`config.mk`:
```
export PLATFORM = sky130hd
export DESIGN_NAME = smartcard_pci_config_tail
export DESIGN_NICKNAME = d
export VERILOG_FILES = /design/src/design/smartcard_cfg_pkg.sv /design/src/design/latency_counter.sv /design/src/design/smartcard_pci_config_tail.sv
export SDC_FILE = /design/constraint.sdc
export NUM_CORES = 1
export LEC_CHECK = 0
export BUFFER_PORTS_ARGS = -buffer_cell sky130_fd_sc_hd__buf_2
export CAP_MARGIN = 20
export CORE_MARGIN = 2
export CORE_UTILIZATION = 40
export DETAILED_ROUTE_END_ITERATION = 8
export GPL_TIMING_DRIVEN = 0
export PLACE_DENSITY = 0.71
export SLEW_MARGIN = 5
export SYNTH_ARGS = -nofsm -noshare
export SYNTH_HDL_FRONTEND = slang
export SYNTH_HIERARCHICAL = 1
export SYNTH_SLANG_ARGS = --single-unit
export TNS_END_PERCENT = 5
```
`constraint.sdc`:
```
create_clock -name ref_clk -period 3.3 [get_ports ref_clk]
set_input_delay 0.66 -clock ref_clk [delete_from_list [all_inputs] [get_ports ref_clk]]
set_output_delay 0.66 -clock ref_clk [all_outputs]
set_load 0.02 [all_outputs]
```
`src/design/smartcard_cfg_pkg.sv`:
```
// constants, carriers and states of the smart-card configuration header tail
package smartcard_cfg_pkg;

    // byte offsets in configuration space
    localparam logic [7:0] SUBSYS_VENDOR_OFS = 8'h2c;
    localparam logic [7:0] SUBSYS_OFS        = 8'h2e;
    localparam logic [7:0] CAP_PTR_OFS       = 8'h34;
    localparam logic [7:0] INT_LINE_OFS      = 8'h3c;
    localparam logic [7:0] INT_PIN_OFS       = 8'h3d;
    localparam logic [7:0] MIN_GNT_OFS       = 8'h3e;
    localparam logic [7:0] SUBSYS_ACCESS_OFS = 8'h50;

    // reset and fixed values
    localparam logic [15:0] SUBSYS_RESET     = 16'h0000;
    localparam logic [7:0]  CAP_PTR_VALUE    = 8'h44;
    localparam logic [7:0]  INT_LINE_RESET   = 8'hff;
    localparam logic [7:0]  MIN_GNT_RESET    = 8'h07;
    localparam logic [7:0]  INT_PIN_RESET    = 8'h01;
    localparam logic [2:0]  PIN_CODE_BASE    = 3'h1;
    localparam logic [7:0]  UNMAPPED_BYTE    = 8'h00;

    // field layout
    localparam int ID_W        = 16;
    localparam int PIN_W       = 3;
    localparam int INT_LINES   = 4;
    localparam int LAT_W       = 8;
    localparam int LANES       = 4;

    // one configuration access, dword address plus byte enables
    typedef struct packed {
        logic        valid;
        logic        write;
        logic [5:0]  dword_addr;
        logic [3:0]  byte_en;
        logic [31:0] wdata;
    } cfg_req_t;

    typedef struct packed {
        logic        ack;
        logic [31:0] rdata;
    } cfg_rsp_t;

    typedef enum logic [1:0] {
        LAT_IDLE    = 2'b00,
        LAT_COUNT   = 2'b01,
        LAT_EXPIRED = 2'b11
    } lat_state_t;

endpackage : smartcard_cfg_pkg

```
`src/design/latency_counter.sv`:
```
// latency timer of the bus initiator: counts from frame start, asks to end on grant loss
`timescale 1ns/100ps
module latency_counter #(
    parameter int CNT_W = smartcard_cfg_pkg::LAT_W
) (
    input  wire logic             clk,
    input  wire logic             rst_n,
    input  wire logic             frame_active,
    input  wire logic             grant_active,
    input  wire logic [CNT_W-1:0] limit,
    output logic                  expired,
    output logic                  end_request
);

    generate
        if (CNT_W < 1 || CNT_W > 16) begin : g_bad_width
            $error("latency_counter: CNT_W out of range");
        end
    endgenerate

    smartcard_cfg_pkg::lat_state_t state_reg;
    smartcard_cfg_pkg::lat_state_t state_next;
    logic [CNT_W-1:0]              cnt_reg;
    logic [CNT_W-1:0]              cnt_next;
    logic                          expired_reg;
    logic                          end_request_reg;

    wire limit_hit = (cnt_reg == limit);
    wire is_expired_next = (state_next == smartcard_cfg_pkg::LAT_EXPIRED);

    always_comb begin
        state_next = state_reg;
        cnt_next   = cnt_reg;
        case (state_reg)
            smartcard_cfg_pkg::LAT_IDLE: begin
                cnt_next = '0;
                if (frame_active) begin
                    state_next = smartcard_cfg_pkg::LAT_COUNT; // [RULE_13]
                end
            end
            smartcard_cfg_pkg::LAT_COUNT: begin
                if (!frame_active) begin
                    state_next = smartcard_cfg_pkg::LAT_IDLE;
                end else if (limit_hit) begin
                    state_next = smartcard_cfg_pkg::LAT_EXPIRED; // [RULE_13]
                end else begin
                    cnt_next = cnt_reg + 1'b1; // [RULE_13]
                end
            end
            smartcard_cfg_pkg::LAT_EXPIRED: begin
                if (!frame_active) begin
                    state_next = smartcard_cfg_pkg::LAT_IDLE;
                end
            end
            default: begin
                state_next = smartcard_cfg_pkg::LAT_IDLE;
                cnt_next   = '0;
            end
        endcase
    end

    always_ff @(posedge clk or negedge rst_n) begin
        if (!rst_n) begin
            state_reg       <= smartcard_cfg_pkg::LAT_IDLE;
            cnt_reg         <= '0;
            expired_reg     <= 1'b0;
            end_request_reg <= 1'b0;
        end else begin
            state_reg       <= state_next;
            cnt_reg         <= cnt_next;
            expired_reg     <= is_expired_next;
            end_request_reg <= is_expired_next && frame_active && !grant_active; // [RULE_13]
        end
    end

    assign expired     = expired_reg;
    assign end_request = end_request_reg;

endmodule : latency_counter

```
`src/design/smartcard_pci_config_tail.sv`:
```
// upper configuration header of the smart-card function: ids, pointers, interrupt routing
//
// Overview of operation
// RULE_01: subsystem ids read-only, eeprom loaded, reset zero
// RULE_02: ids change only through access register
// RULE_03: only global reset clears subsystem ids
// RULE_04: capabilities pointer fixed, points to 44h
// RULE_05: interrupt line read/write, resets to ffh
// RULE_06: pin value from select bits, 01h..04h
// RULE_07: forced input overrides select, highest priority wins
// RULE_08: tie-all bit forces first interrupt input
// RULE_09: tie-all clear forces no interrupt input
// RULE_10: pin register upper five bits zero
// RULE_11: minimum grant resets 07h, hardware updated
// RULE_12: host picks latency timer from minimum grant
// RULE_13: latency timer ends transaction after grant loss
// RULE_14: writes to read-only registers complete silently
`timescale 1ns/100ps
module smartcard_pci_config_tail #(
    parameter int ID_BITS  = smartcard_cfg_pkg::ID_W,
    parameter int LAT_BITS = smartcard_cfg_pkg::LAT_W
) (
    input  wire logic                        ref_clk,
    input  wire logic                        arst_n,
    input  wire logic                        bus_rst_n,
    input  wire smartcard_cfg_pkg::cfg_req_t cfg_req,
    output smartcard_cfg_pkg::cfg_rsp_t      cfg_rsp,
    input  wire logic                        eeprom_load_valid,
    input  wire logic [2*ID_BITS-1:0]        eeprom_subsys_ids,
    input  wire logic                        min_gnt_update_valid,
    input  wire logic [7:0]                  min_gnt_update_value,
    input  wire logic [1:0]                  int_sel,
    input  wire logic                        tie_all_interrupts_bit,
    input  wire logic                        frame_active,
    input  wire logic                        bus_gnt_n,
    input  wire logic [LAT_BITS-1:0]         latency_timer_value,
    output logic [3:0]                       forced_interrupt_inputs,
    output logic [7:0]                       interrupt_pin_value,
    output logic [7:0]                       interrupt_line_assignment,
    output logic                             latency_expired,
    output logic                             end_transaction
);

    generate
        if (ID_BITS != 16) begin : g_bad_id
            $error("smartcard_pci_config_tail: ID_BITS must be 16");
        end
        if (LAT_BITS != 8) begin : g_bad_lat
            $error("smartcard_pci_config_tail: LAT_BITS must be 8");
        end
    endgenerate

    // reset release and pin synchronisers
    logic rst_meta_reg;
    logic rst_sync_reg;
    logic bus_rst_meta_reg;
    logic bus_rst_sync_reg;
    logic gnt_meta_reg;
    logic gnt_sync_reg;

    always_ff @(posedge ref_clk or negedge arst_n) begin
        if (!arst_n) begin
            rst_meta_reg <= 1'b0;
            rst_sync_reg <= 1'b0;
        end else begin
            rst_meta_reg <= 1'b1;
            rst_sync_reg <= rst_meta_reg;
        end
    end

    wire rst_n = rst_sync_reg;

    // bus reset counts as asserted while the global reset holds
    always_ff @(posedge ref_clk or negedge rst_n) begin
        if (!rst_n) begin
            bus_rst_meta_reg <= 1'b0;
            bus_rst_sync_reg <= 1'b0;
            gnt_meta_reg     <= 1'b1;
            gnt_sync_reg     <= 1'b1;
        end else begin
            bus_rst_meta_reg <= bus_rst_n;
            bus_rst_sync_reg <= bus_rst_meta_reg;
            gnt_meta_reg     <= bus_gnt_n;
            gnt_sync_reg     <= gnt_meta_reg;
        end
    end

    wire bus_reset_active = !bus_rst_sync_reg;
    wire grant_active     = !gnt_sync_reg;

    // access decode
    wire cfg_wr = cfg_req.valid && cfg_req.write;
    wire cfg_rd = cfg_req.valid && !cfg_req.write;

    wire access_hit   = (cfg_req.dword_addr == smartcard_cfg_pkg::SUBSYS_ACCESS_OFS[7:2]);
    wire int_line_hit = (cfg_req.dword_addr == smartcard_cfg_pkg::INT_LINE_OFS[7:2]);
    wire int_line_be  = cfg_req.byte_en[smartcard_cfg_pkg::INT_LINE_OFS[1:0]];
    wire int_line_we  = cfg_wr && int_line_hit && int_line_be; // [RULE_05]

    // registers
    logic [ID_BITS-1:0]  subsys_vendor_ident_reg;
    logic [ID_BITS-1:0]  subsys_vendor_ident_next;
    logic [ID_BITS-1:0]  subsys_ident_reg;
    logic [ID_BITS-1:0]  subsys_ident_next;
    logic [7:0]          int_line_reg;
    logic [7:0]          int_line_next;
    logic [7:0]          min_gnt_reg;
    logic [7:0]          min_gnt_next;
    logic [3:0]          forced_reg;
    logic [3:0]          forced_next;
    logic [7:0]          int_pin_reg;
    logic [7:0]          int_pin_next;
    logic                ack_reg;
    logic [31:0]         rdata_reg;
    logic [31:0]         rdata_next;

    // per byte lane: access-register write enables and read data
    logic [3:0]          access_we;
    logic [31:0]         access_wdata;
    logic [31:0]         ids_merged;

    genvar lane;
    generate
        for (lane = 0; lane < smartcard_cfg_pkg::LANES; lane++) begin : g_lane
            wire [7:0] lane_addr = {cfg_req.dword_addr, 2'(lane)};
            logic [7:0] lane_data;

            // config writes move the ids only through the access dword, never their own offsets
            assign access_we[lane] = cfg_wr && access_hit && cfg_req.byte_en[lane]; // [RULE_02]
            assign ids_merged[8*lane +: 8] = access_we[lane] ? cfg_req.wdata[8*lane +: 8]
                                                              : access_wdata[8*lane +: 8];

            always_comb begin
                lane_data = smartcard_cfg_pkg::UNMAPPED_BYTE;
                case (lane_addr)
                    smartcard_cfg_pkg::SUBSYS_VENDOR_OFS:
                        lane_data = subsys_vendor_ident_reg[7:0];
                    8'(smartcard_cfg_pkg::SUBSYS_VENDOR_OFS + 8'h01):
                        lane_data = subsys_vendor_ident_reg[15:8];
                    smartcard_cfg_pkg::SUBSYS_OFS:
                        lane_data = subsys_ident_reg[7:0];
                    8'(smartcard_cfg_pkg::SUBSYS_OFS + 8'h01):
                        lane_data = subsys_ident_reg[15:8];
                    smartcard_cfg_pkg::CAP_PTR_OFS:
                        lane_data = smartcard_cfg_pkg::CAP_PTR_VALUE; // [RULE_04]
                    smartcard_cfg_pkg::INT_LINE_OFS:
                        lane_data = int_line_reg; // [RULE_05]
                    smartcard_cfg_pkg::INT_PIN_OFS:
                        lane_data = int_pin_reg; // [RULE_10]
                    smartcard_cfg_pkg::MIN_GNT_OFS:
                        lane_data = min_gnt_reg; // [RULE_11]
                    default:
                        lane_data = smartcard_cfg_pkg::UNMAPPED_BYTE;
                endcase
            end

            // disabled lanes read as zero so a partial read never shows stale bytes
            assign rdata_next[8*lane +: 8] = cfg_req.byte_en[lane] ? lane_data
                                                                    : smartcard_cfg_pkg::UNMAPPED_BYTE;
        end
    endgenerate

    assign access_wdata = {subsys_ident_reg, subsys_vendor_ident_reg};

    // eeprom load takes priority over a same-cycle access write
    assign subsys_vendor_ident_next = eeprom_load_valid ? eeprom_subsys_ids[ID_BITS-1:0]
                                                        : ids_merged[ID_BITS-1:0]; // [RULE_01]
    assign subsys_ident_next        = eeprom_load_valid ? eeprom_subsys_ids[2*ID_BITS-1:ID_BITS]
                                                        : ids_merged[2*ID_BITS-1:ID_BITS]; // [RULE_01]

    // the ids sit on the global reset only, so a bus reset keeps them
    always_ff @(posedge ref_clk or negedge rst_n) begin
        if (!rst_n) begin
            subsys_vendor_ident_reg <= smartcard_cfg_pkg::SUBSYS_RESET; // [RULE_03]
            subsys_ident_reg        <= smartcard_cfg_pkg::SUBSYS_RESET; // [RULE_03]
        end else begin
            subsys_vendor_ident_reg <= subsys_vendor_ident_next;
            subsys_ident_reg        <= subsys_ident_next;
        end
    end

    // interrupt line: host programmed, bus reset returns it to unassigned
    always_comb begin
        int_line_next = int_line_reg;
        if (bus_reset_active) begin
            int_line_next = smartcard_cfg_pkg::INT_LINE_RESET; // [RULE_05]
        end else if (int_line_we) begin
            int_line_next = cfg_req.wdata[8*smartcard_cfg_pkg::INT_LINE_OFS[1:0] +: 8]; // [RULE_05]
        end
    end

    // minimum grant: config writes never reach it, only the hardware update and the bus reset
    always_comb begin
        min_gnt_next = min_gnt_reg;
        if (bus_reset_active) begin
            min_gnt_next = smartcard_cfg_pkg::MIN_GNT_RESET; // [RULE_11]
        end else if (min_gnt_update_valid) begin
            min_gnt_next = min_gnt_update_value; // [RULE_11]
        end
    end

    // forced inputs: tie-all drives only the first one
    assign forced_next = {3'h0, tie_all_interrupts_bit}; // [RULE_08] [RULE_09]

    // interrupt pin: lowest asserted forced input wins, else the select bits
    logic [1:0] pin_index;

    always_comb begin
        pin_index = int_sel; // [RULE_06]
        for (int i = smartcard_cfg_pkg::INT_LINES - 1; i >= 0; i--) begin
            if (forced_reg[i]) begin
                pin_index = 2'(i); // [RULE_07]
            end
        end
    end

    wire [smartcard_cfg_pkg::PIN_W-1:0] pin_code = 3'({1'b0, pin_index}) + smartcard_cfg_pkg::PIN_CODE_BASE;

    assign int_pin_next = {5'h00, pin_code}; // [RULE_10]

    always_ff @(posedge ref_clk or negedge rst_n) begin
        if (!rst_n) begin
            int_line_reg <= smartcard_cfg_pkg::INT_LINE_RESET;
            min_gnt_reg  <= smartcard_cfg_pkg::MIN_GNT_RESET;
            forced_reg   <= 4'h0;
            int_pin_reg  <= smartcard_cfg_pkg::INT_PIN_RESET;
        end else begin
            int_line_reg <= int_line_next;
            min_gnt_reg  <= min_gnt_next;
            forced_reg   <= forced_next;
            int_pin_reg  <= int_pin_next;
        end
    end

    // every access answers one cycle later; writes to read-only bytes just drop
    always_ff @(posedge ref_clk or negedge rst_n) begin
        if (!rst_n) begin
            ack_reg   <= 1'b0;
            rdata_reg <= 32'h0000_0000;
        end else begin
            ack_reg   <= cfg_req.valid; // [RULE_14]
            rdata_reg <= cfg_rd ? rdata_next : 32'h0000_0000;
        end
    end

    // the host sets the latency timer from minimum grant; this side only counts it
    latency_counter #(
        .CNT_W (LAT_BITS)
    ) u_latency (
        .clk          (ref_clk),
        .rst_n        (rst_n),
        .frame_active (frame_active),
        .grant_active (grant_active),
        .limit        (latency_timer_value), // [RULE_12]
        .expired      (latency_expired),
        .end_request  (end_transaction)
    );

    assign cfg_rsp.ack                = ack_reg;
    assign cfg_rsp.rdata              = rdata_reg;
    assign forced_interrupt_inputs    = forced_reg;
    assign interrupt_pin_value        = int_pin_reg;
    assign interrupt_line_assignment  = int_line_reg;

endmodule : smartcard_pci_config_tail

```
Yosys cells after proc, flatten, opt, wreduce, memory -nomap -nowiden
Index checks and enable logic that the tools add are counted.
{"block": "totals", "register_bits": 103, "output_inout_bits": 55, "inputBits": 102, "word_cells": 81}
{"block": "op_classes", "reduce_logical": 18, "eq_ne": 12, "bitwise": 1, "muxes": 28, "addsub": 2}
{"cell": "$mux 8", "count": 15}
{"cell": "$pmux 8 s2", "count": 3}
{"cell": "$mux 16", "count": 2}
{"cell": "$mux 32", "count": 1}
{"cell": "$pmux 8 s3", "count": 1}
{"cell": "$eq 6x4->1 const B", "count": 3}
{"cell": "$logic_and 1x1->1", "count": 11}
{"cell": "$mux 2", "count": 5}
{"cell": "$add 8x1->8 const B", "count": 1}
{"cell": "$eq 8x8->1", "count": 1}
{"cell": "$reduce_bool 2->1", "count": 4}
{"cell": "$eq 6x5->1 const B", "count": 1}
{"cell": "$ne 2x2->1 const B", "count": 3}
{"cell": "$pmux 2 s3", "count": 1}
{"cell": "$eq 2x2->1 const B", "count": 2}
{"cell": "$add 2x1->3 const B", "count": 1}
{"cell": "$reduce_and 3->1", "count": 1}
{"cell": "$eq 2x1->1 const B", "count": 1}
{"cell": "$logic_not 2->1", "count": 1}
{"cell": "$ne 2x1->1 const B", "count": 1}
{"cell": "$logic_not 1->1", "count": 1}
{"cell": "$not 1->1", "count": 1}

Logic depth before layout (Yosys ltp)
{"block": "logic_depth", "depth_word": 7, "ltp_mapped": 6, "depth_no_buf": 5}

By module
Netlist, hierarchy kept.
{"module": "smartcard_pci_config_tail", "seq_area_each_um2": 2294.7, "cells_per_inst": 403, "n_inst": 1, "area_per_inst_um2": 4335.4}
{"module": "latency_counter", "seq_area_each_um2": 300.3, "cells_per_inst": 62, "n_inst": 1, "area_per_inst_um2": 636.9}

Worst setup path before layout
Ideal clock, no wire load.
{"block": "synth_timing", "path_type": "input to register", "startpoint": "in cfg_req[37] (netlist bit)", "endpoint": "reg subsys_ident_reg[0]", "path_stages": 5, "setup_ns": 0.086, "arrival_time_ns": 1.900, "setup_slack_ns": 1.314, "t_required_ns": 3.214, "path_buffers": 2, "path_cell_list": "or4b_4 or2_1 buf_6 buf_6 o221ai_2"}
{"block": "synth_between", "elab_chain_len": 4}
{"element": "start: declaration", "line": "smartcard_pci_config_tail.sv:26", "source": "input wire smartcard_cfg_pkg::cfg_req_t cfg_req,"}
{"element": "$eq 6x5->1", "line": "smartcard_pci_config_tail.sv:95", "source": "wire access_hit = (cfg_req.dword_addr == smartcard_cfg_pkg::SUBSYS_ACCESS_OFS[7:2]);"}
{"element": "$logic_and 1x1->1 (2 in series)", "line": "smartcard_pci_config_tail.sv:129", "source": "assign access_we[lane] = cfg_wr && access_hit && cfg_req.byte_en[lane];"}
{"element": "$reduce_bool 2->1 (no line)"}
{"element": "end signal: assignment", "line": "smartcard_pci_config_tail.sv:175", "source": "subsys_ident_reg <= smartcard_cfg_pkg::SUBSYS_RESET;"}
{"element": "end signal: assignment", "line": "smartcard_pci_config_tail.sv:178", "source": "subsys_ident_reg <= subsys_ident_next;"}
{"element": "end: declaration", "line": "smartcard_pci_config_tail.sv:103", "source": "logic [ID_BITS-1:0] subsys_ident_reg;"}
Every way passes these cells.
A chain may end at the register's enable or synchronous reset.

Final worst setup path
{"block": "layout_timing", "startpoint": "in cfg_req[40] (netlist bit)", "endpoint": "reg rdata_reg[14]"}
{"block": "layout_between", "elab_chain_len": 4, "word_cells_on_any_way": 5, "cone_classes": "eq/ne: 2; mux: 3"}
{"element": "$eq 6x4->1", "line": "smartcard_pci_config_tail.sv:135", "source": "case (lane_addr)"}
{"element": "$pmux 8 s2 *", "line": "smartcard_pci_config_tail.sv:135"}
{"element": "$mux 8 *", "line": "smartcard_pci_config_tail.sv:158", "source": "assign rdata_next[8*lane +: 8] = cfg_req.byte_en[lane] ? lane_data"}
{"element": "$mux 32 *", "line": "smartcard_pci_config_tail.sv:242", "source": "rdata_reg <= cfg_rd ? rdata_next : 32'h0000_0000;"}
{"element": "end signal: assignment", "line": "smartcard_pci_config_tail.sv:242"}
{"element": "end: declaration", "line": "smartcard_pci_config_tail.sv:114", "source": "logic [31:0] rdata_reg;"}
Mark *: on every way between the ends. The rest lies on a longest branch, timed or not.

==> impl_results.html <==
<table>
<tr><th>Metric</th><th>Value</th></tr>
<tr><th colspan="2">Status</th></tr>
<tr><td>Outcome</td><td>finished clean</td></tr>
<tr><th colspan="2">Min path</th></tr>
<tr><td>Classification of the worst-slack hold path</td><td>in2async</td></tr>
<tr><th colspan="2">Final layout</th></tr>
<tr><td>Filler cells</td><td>1118</td></tr>
<tr><td>Area used by multi-input combinational logic</td><td>0.00213 mm^2</td></tr>
<tr><td>Fraction of layout instances using a drive strength above 1</td><td>0.365</td></tr>
<tr><td>Sequential cell area</td><td>around 0.0026 mm^2</td></tr>
<tr><td>Largest register FFs</td><td>32</td></tr>
<tr><td>Layout area overhead</td><td>25.9%</td></tr>
<tr><td>Number of nets in the finished design</td><td>about 740</td></tr>
<tr><td>Number of diodes added for antenna fixing</td><td>0</td></tr>
<tr><td>Final cell count without fillers</td><td>804</td></tr>
<tr><th colspan="2">Floorplanning</th></tr>
<tr><td>Die H</td><td>115 um</td></tr>
<tr><td>Starting density of the core</td><td>0.412</td></tr>
<tr><td>Total die area</td><td>0.0133 mm^2</td></tr>
<tr><td>Core ar.</td><td>0.0121 mm^2</td></tr>
<tr><td>Die width</td><td>115 um</td></tr>
<tr><td>Std cell rows</td><td>40</td></tr>
<tr><td>Number of ports placed on the die boundary</td><td>between 150 and 200</td></tr>
<tr><th colspan="2">STA</th></tr>
<tr><td>Slew at the pin closest to its max-slew limit</td><td>between 800 and 900 ps</td></tr>
<tr><td>Maximum clock rate</td><td>470 MHz</td></tr>
<tr><td>Count of pins over their slew limit</td><td>0</td></tr>
<tr><td>Part of the cycle the worst path needs</td><td>0.645</td></tr>
<tr><td>Number of setup violations in the final report</td><td>0</td></tr>
<tr><td>Final worst path period need</td><td>2130 ps</td></tr>
<tr><td>Worst hold-check slack</td><td>85.2 ps</td></tr>
<tr><td>Max Clock Skew</td><td>6.59 ps</td></tr>
<tr><td>Number of hold violations in the final report</td><td>0</td></tr>
<tr><td>Setup repair after global routing missed its margin</td><td>false</td></tr>
<tr><td>Headroom to the max-slew limit</td><td>0.404</td></tr>
<tr><th colspan="2">Clocking</th></tr>
<tr><td>Clk Tree Root Cell</td><td>sky130_fd_sc_hd__clkbuf_16</td></tr>
<tr><td>Number of buffers inserted to repair setup after CTS</td><td>0</td></tr>
<tr><td>Sinks on the clock net</td><td>103</td></tr>
<tr><td>Level count of the clock H-tree</td><td>3</td></tr>
<tr><td>TritonCTS clock tree</td><td>built</td></tr>
<tr><td>Cts repair resizes</td><td>0</td></tr>
<tr><td>Hold-fix buffers, CTS</td><td>0</td></tr>
<tr><td>TritonCTS buffer count</td><td>9</td></tr>
<tr><td>Worst-Skew Late Latency</td><td>350 ps</td></tr>
<tr><td>CTS max path bufs</td><td>2</td></tr>
<tr><td>Clock transition at the registers of the reported paths</td><td>70 ps</td></tr>
<tr><th colspan="2">Critical path</th></tr>
<tr><td>Critical path buffer and inverter count</td><td>3</td></tr>
<tr><td>Kind of end point of the critical path</td><td>flop</td></tr>
<tr><td>Critical path data required time</td><td>between 3000 and 4000 ps</td></tr>
<tr><td>Critical path arrival</td><td>2410 ps</td></tr>
<tr><td>Maximum fanout count along the critical path</td><td>10</td></tr>
<tr><td>Kind of cell with the highest combined delay on the critical path</td><td>simple AND/OR/NAND/NOR gates</td></tr>
<tr><td>Cell Chain, Critical Path</td><td>buf_2 -&gt; nand4bb_1 -&gt; clkbuf_1 -&gt; clkbuf_1 -&gt; nor4_1 -&gt; and2_1</td></tr>
<tr><td>Setup Crit Path Kind</td><td>in2reg</td></tr>
<tr><td>Slowest cell on the critical path</td><td>sky130_fd_sc_hd__nor4_1</td></tr>
<tr><td>Most frequent CP cell</td><td>sky130_fd_sc_hd__clkbuf_1</td></tr>
<tr><td>Critical path startpoint category</td><td>input port</td></tr>
<tr><td>Delay of the slowest cell on the worst path</td><td>770 ps</td></tr>
<tr><th colspan="2">Logic synthesis</th></tr>
<tr><td>Most frequently used flop master after synthesis</td><td>sky130_fd_sc_hd__dfrtp_1</td></tr>
<tr><td>Biggest area contributors in the synthesized netlist</td><td>sky130_fd_sc_hd__dfrtp_1, sky130_fd_sc_hd__o221ai_2, sky130_fd_sc_hd__dfstp_2, sky130_fd_sc_hd__nand2_1, sky130_fd_sc_hd__nand2b_1</td></tr>
<tr><td>Share of the synthesized area in the top cell type</td><td>0.448</td></tr>
<tr><td>Flop and latch count out of synthesis</td><td>103</td></tr>
<tr><td>Async S/R FF share, synth</td><td>1.00</td></tr>
<tr><td>Cell types with the highest counts after synthesis</td><td>sky130_fd_sc_hd__dfrtp_1, sky130_fd_sc_hd__nand2_1, sky130_fd_sc_hd__nand2b_1</td></tr>
<tr><td>Library cell with the largest summed area after synthesis</td><td>sky130_fd_sc_hd__dfrtp_1</td></tr>
<tr><td>Fraction of the yosys area taken by sequential cells</td><td>0.522</td></tr>
<tr><td>Synthesized cell area</td><td>0.00497 mm^2</td></tr>
<tr><td>Synthesized netlist cell count</td><td>around 470</td></tr>
<tr><td>Distinct cell type count after synthesis</td><td>38</td></tr>
<tr><td>Leading cell type by number of instances after synthesis</td><td>sky130_fd_sc_hd__dfrtp_1</td></tr>
<tr><td>Number of synthesized flops with an enable pin</td><td>0</td></tr>
<tr><td>Synthesis Warnings</td><td>6</td></tr>
<tr><td>Syn avg cell area</td><td>10.7 um^2</td></tr>
<tr><th colspan="2">Route</th></tr>
<tr><td>Number of detailed-routing iterations run before antenna repair</td><td>4</td></tr>
<tr><td>Iteration-0 DRC Markers</td><td>206</td></tr>
<tr><td>Post-route DRC</td><td>0</td></tr>
<tr><td>Via count</td><td>4003</td></tr>
<tr><td>Final WL</td><td>12800 um</td></tr>
<tr><td>Drt via density</td><td>4.98</td></tr>
<tr><td>Average wire length per cell after detail routing</td><td>about 16 um</td></tr>
<tr><td>Number of antenna-violating nets in the routed design</td><td>0</td></tr>
<tr><th colspan="2">Global route</th></tr>
<tr><td>Antenna violations before repair</td><td>0</td></tr>
<tr><td>Wire length of the first global-routing pass</td><td>19900 um</td></tr>
<tr><td>Maximum number of pins on one net before global-route repair</td><td>56</td></tr>
<tr><td>Number of global-route vias before repair</td><td>4047</td></tr>
<tr><td>Overall fraction of global-route tracks in use</td><td>0.193</td></tr>
<tr><td>GRT Residual Overflow</td><td>0</td></tr>
<tr><th colspan="2">Place</th></tr>
<tr><td>Sum of net half-perimeters after detailed placement</td><td>a little under 10000 um</td></tr>
<tr><td>Cell total after placement</td><td>788</td></tr>
<tr><td>Final weighted congestion in routability-driven placement</td><td>0.851</td></tr>
<tr><td>IO buf count</td><td>147</td></tr>
<tr><th colspan="2">Power</th></tr>
<tr><td>Lkg Pwr</td><td>2.97 nW</td></tr>
<tr><td>VDD IR-drop max</td><td>0.000217 V</td></tr>
<tr><td>Ratio of total power to cell area</td><td>426 mW/mm^2</td></tr>
<tr><th colspan="2">Job</th></tr>
<tr><td>Maxcap violations</td><td>0</td></tr>
</table>
==> stage by stage <==
stage                     setup WS, ps   util  area [um^2]  TNS, ps  total power, mW
after global routing              1110  0.519         6260        0             2.78
after CTS                         1230  0.519         6260        0             2.69
final                             1170  0.519         6260        0             2.67
after detailed placement           877  0.495         5980        0             1.68
after floorplan                    243      -         5000        0             1.55
after global placement            -842  0.493         5940   -72680             1.67
==> final timing paths <==
path	end	cells after the start	slack [ps]	start
worst min register to register	rst_n	0	350	rst_meta_reg
min in group ref_clk	rst_n	0	350	rst_meta_reg
worst max-delay path	rdata_reg[14]	6	1170	cfg_req[40]
worst min-delay path	rst_n	1	90	arst_n
worst max register to register	u_latency/cnt_reg[7]	6	1580	u_latency/cnt_reg[0]
max in group asynchronous	min_gnt_reg[0]	1	2170	rst_n
==> report_power, final <==
group	switching, mW	internal [mW]	total, mW
registers	0.0461	1.32	1.36
logic	0.158	0.135	0.293
clock network	0.474	0.536	1.01
total	0.678	1.99	2.67
==> layout by cell type (no fill, tap or decap), types with 5 or more instances in the layout <==
master / synthesis / routed
sky130_fd_sc_hd__nor2b_1: 13 / 13
sky130_fd_sc_hd__mux2i_1: 15 / 15
sky130_fd_sc_hd__dfrtp_1: 89 / 88
sky130_fd_sc_hd__o31ai_1: 9 / 9
sky130_fd_sc_hd__clkbuf_16: 0 / 9
sky130_fd_sc_hd__nor2_1: 8 / 8
sky130_fd_sc_hd__and2_1: 15 / 15
sky130_fd_sc_hd__nand2b_1: 35 / 35
sky130_fd_sc_hd__buf_6: 5 / 5
sky130_fd_sc_hd__dfstp_2: 14 / 14
sky130_fd_sc_hd__conb_1: 2 / 9
sky130_fd_sc_hd__buf_1: 6 / 6
sky130_fd_sc_hd__o21ai_0: 6 / 6
sky130_fd_sc_hd__inv_1: 16 / 16
sky130_fd_sc_hd__xor2_1: 8 / 8
sky130_fd_sc_hd__or4_1: 9 / 9
sky130_fd_sc_hd__buf_2: 0 / 147
sky130_fd_sc_hd__a21oi_1: 19 / 19
sky130_fd_sc_hd__o221ai_2: 30 / 30
sky130_fd_sc_hd__clkbuf_1: 17 / 17
sky130_fd_sc_hd__nand3_1: 33 / 33
sky130_fd_sc_hd__nand2_1: 76 / 76
sky130_fd_sc_hd__buf_4: 9 / 9
==> metal layers <==
| layer | part of all wire | vias up | GRT usage |
|---|---|---|---|
| met3 | 0.061 | 18 | 0.0387 |
| met2 | 0.48 | 124 | 0.312 |
| met1 | 0.44 | 1931 | 0.254 |
| met5 | 0 | - | 0 |
| met4 | 0.021 | 0 | 0.0843 |
| li1 | - | 1930 | - |
==> area by class of cell <==
class	instances	area share
timing repair buffer	148	0.122
tap	168	0.0336
multi-input combinational	316	0.341
sequential	103	0.415
clock inverter	6	0.00700
inverter	16	0.00960
buffer	37	0.0336
clock buffer	10	0.0382
==> cell families after synthesis <==
family                     after synthesis  synth area share
and+or+nand+nor                        211             0.231
DFF                                    103             0.522
AOI/OAI and AO/OA                       70             0.140
buffers and inverters                   53            0.0544
muxes                                   15            0.0302
xor gates and xnor gates                 9            0.0159
adders and majority gates                2           0.00503
other                                    2           0.00151
(Power assumes the default switching activity.)
